$ cat src/core/prox_calib_defs.svh
// Register offsets, field positions and reset values of the proximity
// calibration and interrupt register bank.
// Assumes a Wishbone slave with 32-bit data; each register index sits at
// byte address four times the index, data in the low byte.
//
// Contract
// - Goal code in bits 7:5, reset 2; codes pick targets 3 to 511.
// - Chosen target is the no-object baseline so results stay above zero.
// - With auto trim enabled, offset is decremented when result falls too low; here not while a calibration runs.
// - Bits 2:0 pick averaging: 0 off, 1 to 7 give 2 to 128 samples.
// - Trim-applied flag sets on every automatic offset decrement.
// - Trim-applied flag clears on write of one or auto trim written zero.
// - Status bit 0 is a read-back copy of the calibration interrupt flag.
// - That copy clears whenever the calibration interrupt flag clears.
// - Six reset-zero interrupt enables in bits 7:2; bits 1:0 reserved.
// - Lot-code byte is factory set, differs per part, read-only.
// - Calibration steps the offset until result is nearest the target; here the search ends on the lowest result still above it.
// - On finish, calibration flag rises and result loads into offset.
// - Offset is an 8-bit magnitude plus sign bit, range plus/minus 255.
// - Interrupt pin drives only when a flag and its enable are both set; here it comes from a flop, one cycle behind them.
`ifndef PROX_CALIB_DEFS_SVH
`define PROX_CALIB_DEFS_SVH

// Register indices.
`define TRIM_MAG_IDX 8'hC0
`define TRIM_SIGN_IDX 8'hC1
`define CALIB_CTRL_IDX 8'hD7
`define CALIB_CONFIG_IDX 8'hD9
`define IRQ_STATUS_IDX 8'hDB
`define CALIB_STATUS_IDX 8'hDC
`define IRQ_ENABLE_IDX 8'hDD
`define LOT_CODE_IDX 8'hE6

// Field positions.
`define GOAL_MSB 7
`define GOAL_LSB 5
`define AUTO_TRIM_BIT 3
`define AVG_MSB 2
`define AVG_LSB 0
`define TRIM_FLAG_BIT 2
`define DONE_COPY_BIT 0
`define START_BIT 0
`define IRQ_LIGHT_SAT 7
`define IRQ_NEAR_SAT 6
`define IRQ_NEAR_THR 5
`define IRQ_LIGHT_THR 4
`define IRQ_CALIB 3
`define IRQ_ZERO 2

// Reset values and offset magnitude limit.
`define CALIB_CONFIG_RST 8'h50
`define IRQ_BITS_RST 6'h00
`define TRIM_MAG_MAX 8'hFF

`endif

$ cat src/core/prox_calib_pkg.sv
// Types shared by the calibration register bank and its offset search.
// Assumes nothing beyond the single system clock.
package prox_calib_pkg;
    typedef enum logic [1:0] {CAL_IDLE, CAL_APPLY, CAL_WAIT} cal_state_t;
    typedef logic [7:0] reg_byte_t;
endpackage : prox_calib_pkg

$ cat src/core/prox_offset_search.sv
// Successive approximation search of the proximity offset.
// Assumes the proximity engine returns one result pulse per applied trial.
`timescale 1ns/10ps
`include "prox_calib_defs.svh"
module prox_offset_search #(
    parameter int RESULT_W = 10
) (
    input wire logic i_clk, // System clock.
    input wire logic i_reset, // Asynchronous reset, active high.
    input wire logic i_start, // One-cycle start request.
    input wire logic [RESULT_W-1:0] i_goal, // Target result value.
    input wire logic [RESULT_W-1:0] i_result, // Proximity result.
    input wire logic i_result_valid, // Result strobe.
    output logic o_busy, // Search in progress.
    output logic o_load, // Load pulse for the trim registers.
    output prox_calib_pkg::reg_byte_t o_load_mag, // Magnitude to load.
    output logic o_load_sign, // Sign to load.
    output logic o_done // One-cycle finish pulse.
);
    prox_calib_pkg::cal_state_t state_q;
    logic [8:0] trial_q;
    logic [3:0] bit_q;
    logic [8:0] next_trial;
    logic keep;

    // Offset code u maps to u - 256, code 0 clamping to -255, so code 1 is -255 and 511 is +255.
    function automatic logic [8:0] to_sm(input logic [8:0] u);
        logic [8:0] neg;
        neg = 9'h100 - u;
        if (u[8]) begin
            to_sm = {1'b0, u[7:0]};
        end else if (u == 9'h000) begin
            to_sm = {1'b1, `TRIM_MAG_MAX};
        end else begin
            to_sm = {1'b1, neg[7:0]};
        end
    endfunction : to_sm

    // A result still above the goal needs more offset, so the bit stays.
    always_comb begin
        keep = i_result > i_goal;
        next_trial = trial_q;
        if (!keep) begin
            next_trial[bit_q] = 1'b0;
        end
        if (bit_q != 4'h0) begin
            next_trial[bit_q - 4'h1] = 1'b1;
        end
    end

    // Search sequencer: apply a trial, wait one result, settle one bit.
    always_ff @(posedge i_clk or posedge i_reset) begin
        if (i_reset) begin
            state_q <= prox_calib_pkg::CAL_IDLE;
            trial_q <= 9'h000;
            bit_q <= 4'h0;
            o_load <= 1'b0;
            o_done <= 1'b0;
            o_load_mag <= 8'h00;
            o_load_sign <= 1'b0;
            o_busy <= 1'b0;
        end else begin
            o_load <= 1'b0;
            o_done <= 1'b0;
            unique case (state_q)
                prox_calib_pkg::CAL_IDLE: begin
                    if (i_start) begin
                        trial_q <= 9'h100;
                        o_busy <= 1'b1;
                        bit_q <= 4'h8;
                        state_q <= prox_calib_pkg::CAL_APPLY;
                    end
                end
                prox_calib_pkg::CAL_APPLY: begin
                    o_load <= 1'b1;
                    {o_load_sign, o_load_mag} <= to_sm(trial_q);
                    state_q <= prox_calib_pkg::CAL_WAIT;
                end
                prox_calib_pkg::CAL_WAIT: begin
                    if (i_result_valid) begin
                        trial_q <= next_trial;
                        if (bit_q == 4'h0) begin
                            o_load <= 1'b1;
                            o_done <= 1'b1;
                            o_busy <= 1'b0;
                            {o_load_sign, o_load_mag} <= to_sm(next_trial);
                            state_q <= prox_calib_pkg::CAL_IDLE;
                        end else begin
                            bit_q <= bit_q - 4'h1;
                            state_q <= prox_calib_pkg::CAL_APPLY;
                        end
                    end
                end
            endcase
        end
    end
endmodule : prox_offset_search

$ cat src/core/prox_calib_irq_regs.sv
// Proximity calibration settings, status, interrupt enables and lot code,
// reached as a classic Wishbone slave, plus the offset search it starts.
// Assumes the proximity engine runs on I_CLK_SYS and gives one-cycle event
// pulses; the lot-code pins are static straps from outside the clock.
`timescale 1ns/10ps
`include "prox_calib_defs.svh"
module prox_calib_irq_regs #(
    parameter int RESULT_W = 10
) (
    input wire logic I_CLK_SYS, // 10 MHz system clock.
    input wire logic I_RESET, // Asynchronous reset, active high.
    input wire logic I_CYC, // Wishbone cycle.
    input wire logic I_STB, // Wishbone strobe.
    input wire logic I_WE, // Wishbone write enable.
    input wire logic [9:0] I_ADR, // Wishbone byte address.
    input wire logic [3:0] I_SEL, // Wishbone byte selects.
    input wire logic [31:0] I_DAT, // Wishbone write data.
    output logic [31:0] O_DAT, // Wishbone read data.
    output logic O_ACK, // Wishbone acknowledge.
    input wire logic [RESULT_W-1:0] I_NEAR_RESULT, // Proximity result.
    input wire logic I_NEAR_RESULT_VALID, // Result strobe.
    input wire logic I_NEAR_LOW, // Result fell below its lower limit.
    input wire logic I_LIGHT_SAT_EVT, // Light saturation event.
    input wire logic I_NEAR_SAT_EVT, // Proximity saturation event.
    input wire logic I_NEAR_THRESH_EVT, // Proximity threshold event.
    input wire logic I_LIGHT_THRESH_EVT, // Light threshold event.
    input wire logic I_ZERO_DETECT_EVT, // Zero detect event.
    input wire logic [7:0] I_LOT_CODE, // Factory lot-code straps.
    output logic [RESULT_W-1:0] O_CALIB_GOAL, // Decoded target result.
    output logic [2:0] O_SAMPLE_AVG_CODE, // Averaging selection.
    output logic [7:0] O_NEAR_TRIM_MAGNITUDE, // Offset magnitude.
    output logic O_NEAR_TRIM_SIGN, // Offset sign, high for negative.
    output logic O_CALIB_ACTIVE, // Calibration in progress.
    output logic O_INT // Level interrupt, active high.
);
    prox_calib_pkg::reg_byte_t calib_config_q;
    logic [7:2] irq_stat_q;
    logic [7:2] irq_en_q;
    logic trim_applied_flag_q;
    prox_calib_pkg::reg_byte_t trim_mag_q;
    logic trim_sign_q;
    prox_calib_pkg::reg_byte_t lot_meta_q;
    prox_calib_pkg::reg_byte_t lot_q;
    logic ack_q;
    logic [31:0] dat_q;
    logic int_q;
    logic [RESULT_W-1:0] goal_q;
    logic [2:0] avg_q;
    prox_calib_pkg::reg_byte_t rd_d;
    logic [7:2] evt;
    logic [7:0] idx;
    logic req;
    logic wr;
    logic wr_cfg;
    logic wr_cstat;
    logic wr_istat;
    logic wr_ien;
    logic wr_ctrl;
    logic wr_mag;
    logic wr_sign;
    logic dec_ok;
    logic trim_dec;
    logic cal_start;
    logic cal_busy;
    logic cal_load;
    prox_calib_pkg::reg_byte_t cal_mag;
    logic cal_sign;
    logic cal_done;

    // The goal decode needs room for the largest target of 511.
    if (RESULT_W < 10) begin : g_width_check
        $error("RESULT_W must be at least 10.");
    end

    // Bus decode. The index sits above the two byte-offset bits.
    assign idx = I_ADR[9:2];
    assign req = I_CYC && I_STB && !ack_q;
    assign wr = I_CYC && I_STB && I_WE && ack_q && I_SEL[0];
    assign wr_cfg = wr && (idx == `CALIB_CONFIG_IDX);
    assign wr_cstat = wr && (idx == `CALIB_STATUS_IDX);
    assign wr_istat = wr && (idx == `IRQ_STATUS_IDX);
    assign wr_ien = wr && (idx == `IRQ_ENABLE_IDX);
    assign wr_ctrl = wr && (idx == `CALIB_CTRL_IDX);
    assign wr_mag = wr && (idx == `TRIM_MAG_IDX);
    assign wr_sign = wr && (idx == `TRIM_SIGN_IDX);

    // Acknowledge one cycle after the request; the read word is latched
    // then, and a write commits at the edge where the master sees ack.
    always_ff @(posedge I_CLK_SYS or posedge I_RESET) begin
        if (I_RESET) begin
            ack_q <= 1'b0;
            dat_q <= 32'h0000_0000;
        end else begin
            ack_q <= req;
            if (req) begin
                dat_q <= {24'h00_0000, rd_d};
            end
        end
    end

    // Read mux. Unmapped indices read as zero; reserved bits read as zero except config bit 4, which reads as stored.
    always_comb begin
        rd_d = 8'h00;
        unique case (idx)
            `CALIB_CONFIG_IDX: rd_d = calib_config_q;
            `CALIB_STATUS_IDX: begin
                rd_d[`TRIM_FLAG_BIT] = trim_applied_flag_q;
                rd_d[`DONE_COPY_BIT] = irq_stat_q[`IRQ_CALIB];
            end
            `IRQ_STATUS_IDX: rd_d[7:2] = irq_stat_q;
            `IRQ_ENABLE_IDX: rd_d[7:2] = irq_en_q;
            `LOT_CODE_IDX: rd_d = lot_q;
            `CALIB_CTRL_IDX: rd_d[`START_BIT] = cal_busy;
            `TRIM_MAG_IDX: rd_d = trim_mag_q;
            `TRIM_SIGN_IDX: rd_d[0] = trim_sign_q;
            default: rd_d = 8'h00;
        endcase
    end

    // Calibration configuration. All eight bits are stored as written, so
    // the reserved bit keeps whatever software puts there.
    always_ff @(posedge I_CLK_SYS or posedge I_RESET) begin
        if (I_RESET) begin
            calib_config_q <= `CALIB_CONFIG_RST;
        end else if (wr_cfg) begin
            calib_config_q <= I_DAT[7:0];
        end
    end

    // Goal decode: code n gives 2^(n+2) - 1, so 0 gives 3 and 7 gives 511.
    // The engine gets the target and averaging code from flops.
    always_ff @(posedge I_CLK_SYS or posedge I_RESET) begin
        if (I_RESET) begin
            goal_q <= '0;
            avg_q <= 3'h0;
        end else begin
            goal_q <= RESULT_W'((11'h004 << calib_config_q[7:5]) - 11'h001);
            avg_q <= calib_config_q[`AVG_MSB:`AVG_LSB];
        end
    end

    // Lot-code straps pass two flops; the byte is never written by software.
    always_ff @(posedge I_CLK_SYS or posedge I_RESET) begin
        if (I_RESET) begin
            lot_meta_q <= 8'h00;
            lot_q <= 8'h00;
        end else begin
            lot_meta_q <= I_LOT_CODE;
            lot_q <= lot_meta_q;
        end
    end

    // Automatic decrement stands aside while a calibration owns the offset,
    // and stops at -255 rather than wrapping round.
    assign dec_ok = calib_config_q[`AUTO_TRIM_BIT] && I_NEAR_LOW && !cal_busy;
    assign trim_dec = dec_ok && !(trim_sign_q && trim_mag_q == `TRIM_MAG_MAX);

    // Offset registers: calibration load wins over decrement over software.
    always_ff @(posedge I_CLK_SYS or posedge I_RESET) begin
        if (I_RESET) begin
            trim_mag_q <= 8'h00;
            trim_sign_q <= 1'b0;
        end else if (cal_load) begin
            trim_mag_q <= cal_mag;
            trim_sign_q <= cal_sign;
        end else if (trim_dec) begin
            if (!trim_sign_q && trim_mag_q != 8'h00) begin
                trim_mag_q <= trim_mag_q - 8'h01;
            end else begin
                trim_sign_q <= 1'b1;
                trim_mag_q <= trim_mag_q + 8'h01;
            end
        end else begin
            if (wr_mag) begin
                trim_mag_q <= I_DAT[7:0];
            end
            if (wr_sign) begin
                trim_sign_q <= I_DAT[0];
            end
        end
    end

    // Trim-applied flag: a decrement in the clearing cycle wins.
    always_ff @(posedge I_CLK_SYS or posedge I_RESET) begin
        if (I_RESET) begin
            trim_applied_flag_q <= 1'b0;
        end else if (trim_dec) begin
            trim_applied_flag_q <= 1'b1;
        end else if ((wr_cstat && I_DAT[`TRIM_FLAG_BIT]) ||
                     (wr_cfg && !I_DAT[`AUTO_TRIM_BIT])) begin
            trim_applied_flag_q <= 1'b0;
        end
    end

    // Interrupt enables. Bits 1:0 are not stored and read as zero.
    always_ff @(posedge I_CLK_SYS or posedge I_RESET) begin
        if (I_RESET) begin
            irq_en_q <= `IRQ_BITS_RST;
        end else if (wr_ien) begin
            irq_en_q <= I_DAT[7:2];
        end
    end

    // Event sources, laid out like the enable register.
    assign evt[`IRQ_LIGHT_SAT] = I_LIGHT_SAT_EVT;
    assign evt[`IRQ_NEAR_SAT] = I_NEAR_SAT_EVT;
    assign evt[`IRQ_NEAR_THR] = I_NEAR_THRESH_EVT;
    assign evt[`IRQ_LIGHT_THR] = I_LIGHT_THRESH_EVT;
    assign evt[`IRQ_CALIB] = cal_done;
    assign evt[`IRQ_ZERO] = I_ZERO_DETECT_EVT;

    // Sticky flags, cleared by writing one; an event in the clearing cycle
    // is kept so that no interrupt is lost.
    for (genvar i = 2; i <= 7; i++) begin : g_irq_flag
        always_ff @(posedge I_CLK_SYS or posedge I_RESET) begin
            if (I_RESET) begin
                irq_stat_q[i] <= 1'b0;
            end else if (evt[i]) begin
                irq_stat_q[i] <= 1'b1;
            end else if (wr_istat && I_DAT[i]) begin
                irq_stat_q[i] <= 1'b0;
            end
        end
    end

    // Interrupt level from a flop, one cycle behind its flags.
    always_ff @(posedge I_CLK_SYS or posedge I_RESET) begin
        if (I_RESET) begin
            int_q <= 1'b0;
        end else begin
            int_q <= |(irq_stat_q & irq_en_q);
        end
    end

    // Writing one to the start bit begins a run; ignored while one runs.
    assign cal_start = wr_ctrl && I_DAT[`START_BIT] && !cal_busy;

    prox_offset_search #(
        .RESULT_W(RESULT_W)
    ) u_search (
        .i_clk(I_CLK_SYS),
        .i_reset(I_RESET),
        .i_start(cal_start),
        .i_goal(goal_q),
        .i_result(I_NEAR_RESULT),
        .i_result_valid(I_NEAR_RESULT_VALID),
        .o_busy(cal_busy),
        .o_load(cal_load),
        .o_load_mag(cal_mag),
        .o_load_sign(cal_sign),
        .o_done(cal_done)
    );

    // Outputs, each straight from a flop.
    assign O_DAT = dat_q;
    assign O_ACK = ack_q;
    assign O_INT = int_q;
    assign O_CALIB_GOAL = goal_q;
    assign O_SAMPLE_AVG_CODE = avg_q;
    assign O_NEAR_TRIM_MAGNITUDE = trim_mag_q;
    assign O_NEAR_TRIM_SIGN = trim_sign_q;
    assign O_CALIB_ACTIVE = cal_busy;
endmodule : prox_calib_irq_regs

$ cat config.mk
export PLATFORM = sky130hd
export DESIGN_NAME = prox_calib_irq_regs
export DESIGN_NICKNAME = d
export VERILOG_FILES = /design/src/core/prox_calib_pkg.sv /design/src/core/prox_offset_search.sv /design/src/core/prox_calib_irq_regs.sv
export VERILOG_INCLUDE_DIRS = /design/src /design/src/core
export SDC_FILE = /design/constraint.sdc
export NUM_CORES = 1
export LEC_CHECK = 0
export BUFFER_PORTS_ARGS = -buffer_cell sky130_fd_sc_hd__buf_4
export CAP_MARGIN = 20
export CORE_ASPECT_RATIO = 0.5
export CORE_MARGIN = 2
export CORE_UTILIZATION = 31
export DETAILED_ROUTE_END_ITERATION = 10
export HOLD_SLACK_MARGIN = 0.06
export SYNTH_ARGS = -nofsm -noshare
export SYNTH_HDL_FRONTEND = slang
export SYNTH_HIERARCHICAL = 1
export SYNTH_SLANG_ARGS = --single-unit
export TNS_END_PERCENT = 50
$ cat constraint.sdc
create_clock -name I_CLK_SYS -period 2.66 [get_ports I_CLK_SYS]
set_input_delay 0.133 -clock I_CLK_SYS [delete_from_list [all_inputs] [get_ports I_CLK_SYS]]
set_output_delay 0.133 -clock I_CLK_SYS [all_outputs]
set_load 0.01 [all_outputs]
# Word-level counts from Yosys, hierarchy flattened
# Index checks and enable logic that the tools add are counted.
dict set report classes {
  n_reduce_logical 59
  eq_ne 16
  n_bitwise 4
  add_sub_neg 6
  muxes 61
  magnitude_cmp 5
  n_shift 1
}
# op count
set ops {}
lappend ops {{$eq A8 B8 Y1 const B} 9}
lappend ops {{$mux W8} 8}
lappend ops {{$mux W9} 6}
lappend ops {{$logic_and A1 B1 Y1} 29}
lappend ops {{$mux W1} 29}
lappend ops {{$pmux W5 S5} 1}
lappend ops {{$logic_not A9 Y1} 2}
lappend ops {{$pmux W9 S2} 1}
lappend ops {{$reduce_bool A2 Y1} 9}
lappend ops {{$pmux W8 S2} 1}
lappend ops {{$sub A1 B8 Y8 const A} 2}
lappend ops {{$mux W4} 3}
lappend ops {{$pmux W1 S6} 2}
lappend ops {{$gt A10 B10 Y1} 1}
lappend ops {{$lt A4 B5 Y1 const B} 2}
lappend ops {{$shl A3 B3 Y10 const A} 1}
lappend ops {{$sub A10 B1 Y10 const B} 1}
lappend ops {{$and A9 B9 Y9} 1}
lappend ops {{$not A9 Y9} 1}
lappend ops {{$or A9 B9 Y9} 1}
lappend ops {{$add A8 B1 Y8 const B} 1}
lappend ops {{$demux W1 S4} 2}
lappend ops {{$ge A4 B1 Y1 const B} 2}
lappend ops {{$pmux W4 S2} 1}
lappend ops {{other kinds (23)} 36}
dict set report totals {
  output_inout_bits 57
  ff_bits 96
  wordCells 178
  input_bits 76
}

# Longest topological paths before layout
dict set report logic_depth {
  word_depth 15
  ltp_mapped 15
  ltp_nobuf 13
}

# Modules after synthesis
# Netlist, hierarchy kept.
# mod cells_per_inst instances seq_area_each_um2 area_per_inst_um2
set modules_own_cells {}
lappend modules_own_cells {prox_calib_irq_regs 307 1 1704.1 3360.7}
lappend modules_own_cells {prox_offset_search 297 1 675.6 2337.2}

# Worst setup path before layout
# Ideal clock, no wire load.
dict set report synth_timing {
  path_kind {reg2reg}
  startpoint {register u_search.bit_q[0]}
  endpoint {register u_search.o_load_mag[3]}
  setup_ps 132
  n_path_buf 2
  arrival_time_ps 2679
  path_slack_ps -151
  stages_incl_launch_ff 13
  period_less_slack_ps 2811
  t_required_ps 2528
  cell_sequence {dfrtp_1 -> clkbuf_1 -> inv_1 -> ha_1 -> clkbuf_1 -> o41ai_1 -> a21oi_1 -> nor3_1 -> inv_1 -> ha_1 -> a41o_2 -> o22ai_1 -> o21ai_1}
}
dict set report synth_via {
  elab_chain_cells 15
  elab_cells_between_ends 27
  cone_classes {add/sub: 2; order compare: 4; eq/ne: 1; mux: 11; bitwise: 3; reduce/logical: 6}
}
# item line_no
set synth_rtl {}
lappend synth_rtl {{start: declaration} prox_offset_search.sv:22} ;# logic [3:0] bit_q;
lappend synth_rtl {{start signal: assignment} prox_offset_search.sv:89} ;# bit_q <= bit_q - 4'h1;
lappend synth_rtl {{branches (longest 15 deep; another with $sub A1 B8 Y8)} n/a}
lappend synth_rtl {{end signal: assignment} prox_offset_search.sv:76} ;# {o_load_sign, o_load_mag} <= to_sm(trial_q);
lappend synth_rtl {{end signal: assignment} prox_offset_search.sv:86} ;# {o_load_sign, o_load_mag} <= to_sm(next_trial);
lappend synth_rtl {{end: declaration} prox_offset_search.sv:16} ;# output prox_calib_pkg::reg_byte_t o_load_mag,
# Several ways; the timed one is not identified. The select of a mux whose other input is x is not followed.
# A chain may end at the register's enable or synchronous reset.

# Final worst setup path
dict set report layout_timing {
  startpoint {register goal_q[7], in the netlist O_CALIB_GOAL[7]}
  endpoint {register u_search.o_load_mag[7]}
}
dict set report layout_via {
  elab_chain_cells 10
  elab_cells_between_ends 11
  cone_classes {add/sub: 1; order compare: 1; mux: 7; bitwise: 1; reduce/logical: 1}
}
# item line_no
set layout_rtl {}
lappend layout_rtl {{start: declaration} prox_calib_irq_regs.sv:47} ;# logic [RESULT_W-1:0] goal_q;
lappend layout_rtl {{start signal: assignment} prox_calib_irq_regs.sv:137} ;# goal_q <= RESULT_W'((11'h004 << calib_config_q[7:5]) - 11'h001);
lappend layout_rtl {{$gt A10 B10 Y1 (*)} prox_offset_search.sv:41} ;# keep = i_result > i_goal;
lappend layout_rtl {{$mux W9 (*)} prox_offset_search.sv:43} ;# if (!keep) begin
lappend layout_rtl {{$or A9 B9 Y9 (no line)} n/a}
lappend layout_rtl {{$mux W9 (*)} prox_offset_search.sv:46} ;# if (bit_q != 4'h0) begin
lappend layout_rtl {{$sub A1 B8 Y8 / $logic_not A9 Y1 (equally long branches)} {prox_offset_search.sv:29, prox_offset_search.sv:32}}
lappend layout_rtl {{$mux W8} prox_offset_search.sv:32} ;# end else if (u == 9'h000) begin
lappend layout_rtl {{$mux W9 (*)} prox_offset_search.sv:30} ;# if (u[8]) begin
lappend layout_rtl {{$mux W8 (*)} prox_offset_search.sv:82} ;# if (bit_q == 4'h0) begin
lappend layout_rtl {{$mux W8 (*)} prox_offset_search.sv:80} ;# if (i_result_valid) begin
lappend layout_rtl {{$pmux W8 S2 (*)} prox_offset_search.sv:65} ;# unique case (state_q)
# Mark *: on every way between the ends. The rest lies on a longest branch, timed or not. The select of a mux whose other input is x is not followed.

==> impl_metrics.toml <==
[outcome]
status = "finished with violations"
violations = "setup timing"

[floorplanning]
die_y_um = 99.9
die_w_um = 196
num_rows = 34
initial_core_util_pct = 32.2
coreArea_um2 = 17700
io_pins = 133
die-area_um2 = 19500

[synth]
synth_enable_flop_cells = 0
synthArstFlopShare_pct = 100
synthMuxAreaShare_pct = 4.15
synth_top_family_by_area = "compound AO/OA/AOI/OAI gates"
synthCells = 604
synthSimpleGateAreaFrac_pct = 14.3
synth-main-ff-cell = "dfrtp_1"
yosysWarnings = 6
yosys.area_share.xor_xnor_pct = 2.77
synth_seq_cells = 95
seq_area_frac_synth_pct = 41.8
synth_cell_type_count = 63
synth_adder_area_share_pct = 6.06
synth-compound-area-share_pct = 22.4
syn_area_um2 = 5700
synth_area_per_cell_um2 = 9.43

[sta]
fin_tns_setup_ps = -290
worst_slew_pin_slew_ps = 642
final-setup-viol-count = 6
period_needed_ps = 2750
hold_slack_ps = 75.7
timing.final.ws_setup_ps = -90.7
max_freq_ghz = 0.364
slew_violations = 0
rsz0062_at_grt = "yes"
fin_crit_sh_pct = 103
skew_ps = 12.3
finalHoldViolations = 0
slew_headroom_pct = 56.9

[clocking]
clkSlewWorstSetupHoldPaths_ps = 70
clockRootBuffer = "clkbuf_16"
cts_made_buffers = 9
cts_max_path_buffers = 2
cts_max_level = 3
tritoncts = "built"
clock_latency_ps = 350
cts.sinks = 95

[placement]
io_buffers = 79
post-place-ws_ps = -142
dp_hpwl_um = 12400
gp_congestion = 0.888

[power]
power-per-cell-area_nw_per_um2 = 894
p_sw_share_pct = 41.0
total_power_uw = 7010
ir_worst_vdd_uv = 385
pwr-share-comb_pct = 53.5
switching_power_uw = 2880
p_int_uw = 4140
power_frac_seq_pct = 27.4
clkPwrFrac_pct = 19.1
leakage_uw = 0.00349

[critical_path]
crit_path_start_kind = "register"
cp_max_fo = 4
r2r_cells = 12
crit_type = "register to register"
crit_path_end_kind = "register"
worst_ep_arrival_time_ps = 2970
reg2reg_from = "O_CALIB_GOAL[7]"
crit_required_ps = 2880
cp-startpoint = "O_CALIB_GOAL[7]"

[routing]
routed_wl_um = 16500
drc = 0
drt_iter0_markers = 357
ant_nets = 0
wire_per_inst_um = 16.4
vias = 5180
dr.pass1.iters = 7
via_per_inst = 5.15

[global_route]
grtUsageTotal_pct = 16.9
overflow = 0
grt_max_degree = 30
antenna_found_initial = 0
grt_pass1_vias = 4959
grt_pass1_wl_um = 26300

[final_layout]
final_common_cell = "buf_4"
layout-drive-gt1-share_pct = 33.7
fin_nets = 869
area_growth_pct = 37.7
antenna_cells = 0
layout_common_cells = "buf_4, dfrtp_1, nand2_1, inv_1, nor2_1"
final.fill_count = 1705

[worst_hold_path]
hold_class = "input pin to register"
hold_depth = 2
min-delay-start = "I_DAT[6]"

[flow_run]
drv_cap = 0
synth_stat cells, drive strengths merged (3+ instances only):
library cell	instances	share of area [%]
a22oi	14	1.8
ha	26	5.7
dfrtp	93	41
a211oi	6	0.88
nor3	20	1.9
xnor2	15	2.3
a221oi	3	0.46
a222oi	11	1.9
or2	5	0.55
a21oi	30	2.7
and2	6	0.70
buf	30	3.9
nor2	37	2.4
a31oi	16	1.8
o21a	3	0.40
o22ai	17	1.9
mux2	13	2.6
nand2b	4	0.44
nand3	6	0.53
nand2	48	3.2
xor2	3	0.46
nor4	9	1.3
nand4	3	0.33
clkbuf	21	1.4
a22o	14	2.2
nand3b	4	0.75
a41oi	3	0.46
mux2i	9	1.6
or3	5	0.55
o211ai	9	1.2
a21o	16	2.1
nor2b	4	0.44
inv	48	3.2
o21ai	26	2.3
path summary, 6_finish.rpt:
path,to,slack (ps)
worst max-delay path,u_search/o_load_mag[7],-90
worst min-delay path,irq_en_q[6],80
worst max register to register,u_search/o_load_mag[7],-90
worst min register to register,lot_q[5],350
max in group asynchronous,irq_en_q[7],1630
min in group asynchronous,u_search/bit_q[3],290
metal layers:
metal  vias up  share of wire, %  GRT usage (%)
li1       2474                 -              -
met5         -                 0              0
met1      2542                46           22.6
met3        18               4.6           2.92
met4         0               1.2           4.14
met2       146                48           28.9
critical path, stage by stage, from the launching register on:
cell	delay (ps)
dfrtp_1	400
inv_2	80
ha_4	200
a21oi_2	150
o211ai_1	190
buf_4	210
nor3_4	200
o211ai_1	160
buf_4	180
a221oi_2	340
a41oi_2	190
xnor2_1	240
a21oi_1	100
kinds of logic after synthesis:
logic type | Yosys count
AO/OA/AOI/OAI | 183
multiplexers | 22
AND/OR/NAND/NOR | 158
other | 2
XOR/XNOR | 18
adder cells (fa/ha/maj) | 27
flip-flops | 95
buffers and inverters | 99
flip-flops by register name, summed over array words and instances (netlist names):
register	cells
O_ACK	1
O_CALIB_GOAL	9
O_DAT	8
O_INT	1
O_NEAR_TRIM_MAGNITUDE	8
O_NEAR_TRIM_SIGN	1
O_SAMPLE_AVG_CODE	3
calib_config_q	8
irq_en_q	6
irq_stat_q	6
lot_meta_q	8
lot_q	8
trim_applied_flag_q	1
u_search/bit_q	4
u_search/o_busy	1
u_search/o_done	1
u_search/o_load	1
u_search/o_load_mag	8
u_search/o_load_sign	1
u_search/state_q	2
u_search/trial_q	9
power by group through the flow:
stage	registers [uW]	clock network [uW]	logic [uW]
2_1_floorplan	1940	0	2150
3_3_place_gp	1930	0	3370
3_5_place_dp	1930	0	3400
4_1_cts	1910	1370	3480
5_1_grt	1950	1430	4130
6_report	1920	1340	3750
through the flow:
| step | instances | area [um2] | utilization, % |
|---|---|---|---|
| final | 1005 | 7850 | 44.3 |
| after global routing | 1005 | 7850 | 44.3 |
| after CTS | 992 | 7510 | 42.4 |
| after detailed placement | 956 | 6920 | 39.1 |
| after global placement | 956 | 6920 | 39.1 |
| after floorplan | 628 | 5830 | - |
layout make-up:
cell class / count / area (um2) / share of cell area [%]
well taps: 234 / 293 / 3.73
clock buffers: 10 / 229 / 2.92
flip-flops and latches: 95 / 2380 / 30.3
clock inverters: 6 / 77.6 / 0.989
inverters: 48 / 180 / 2.30
repair buffers: 178 / 1420 / 18.1
multi-input cells: 434 / 3260 / 41.6
timing repair:
| action | CTS | global route |
|---|---|---|
| hold endpoints to repair | 37 | 0 |
| pin swaps | 18 | 32 |
| gates cloned | 0 | 0 |
| hold buffers | 16 | 0 |
| buffers inserted | 4 | 11 |
| endpoints found under the setup margin | 8 | 13 |
| resized for setup | 17 | 41 |
Note: power is estimated with default switching activity, not from simulation.
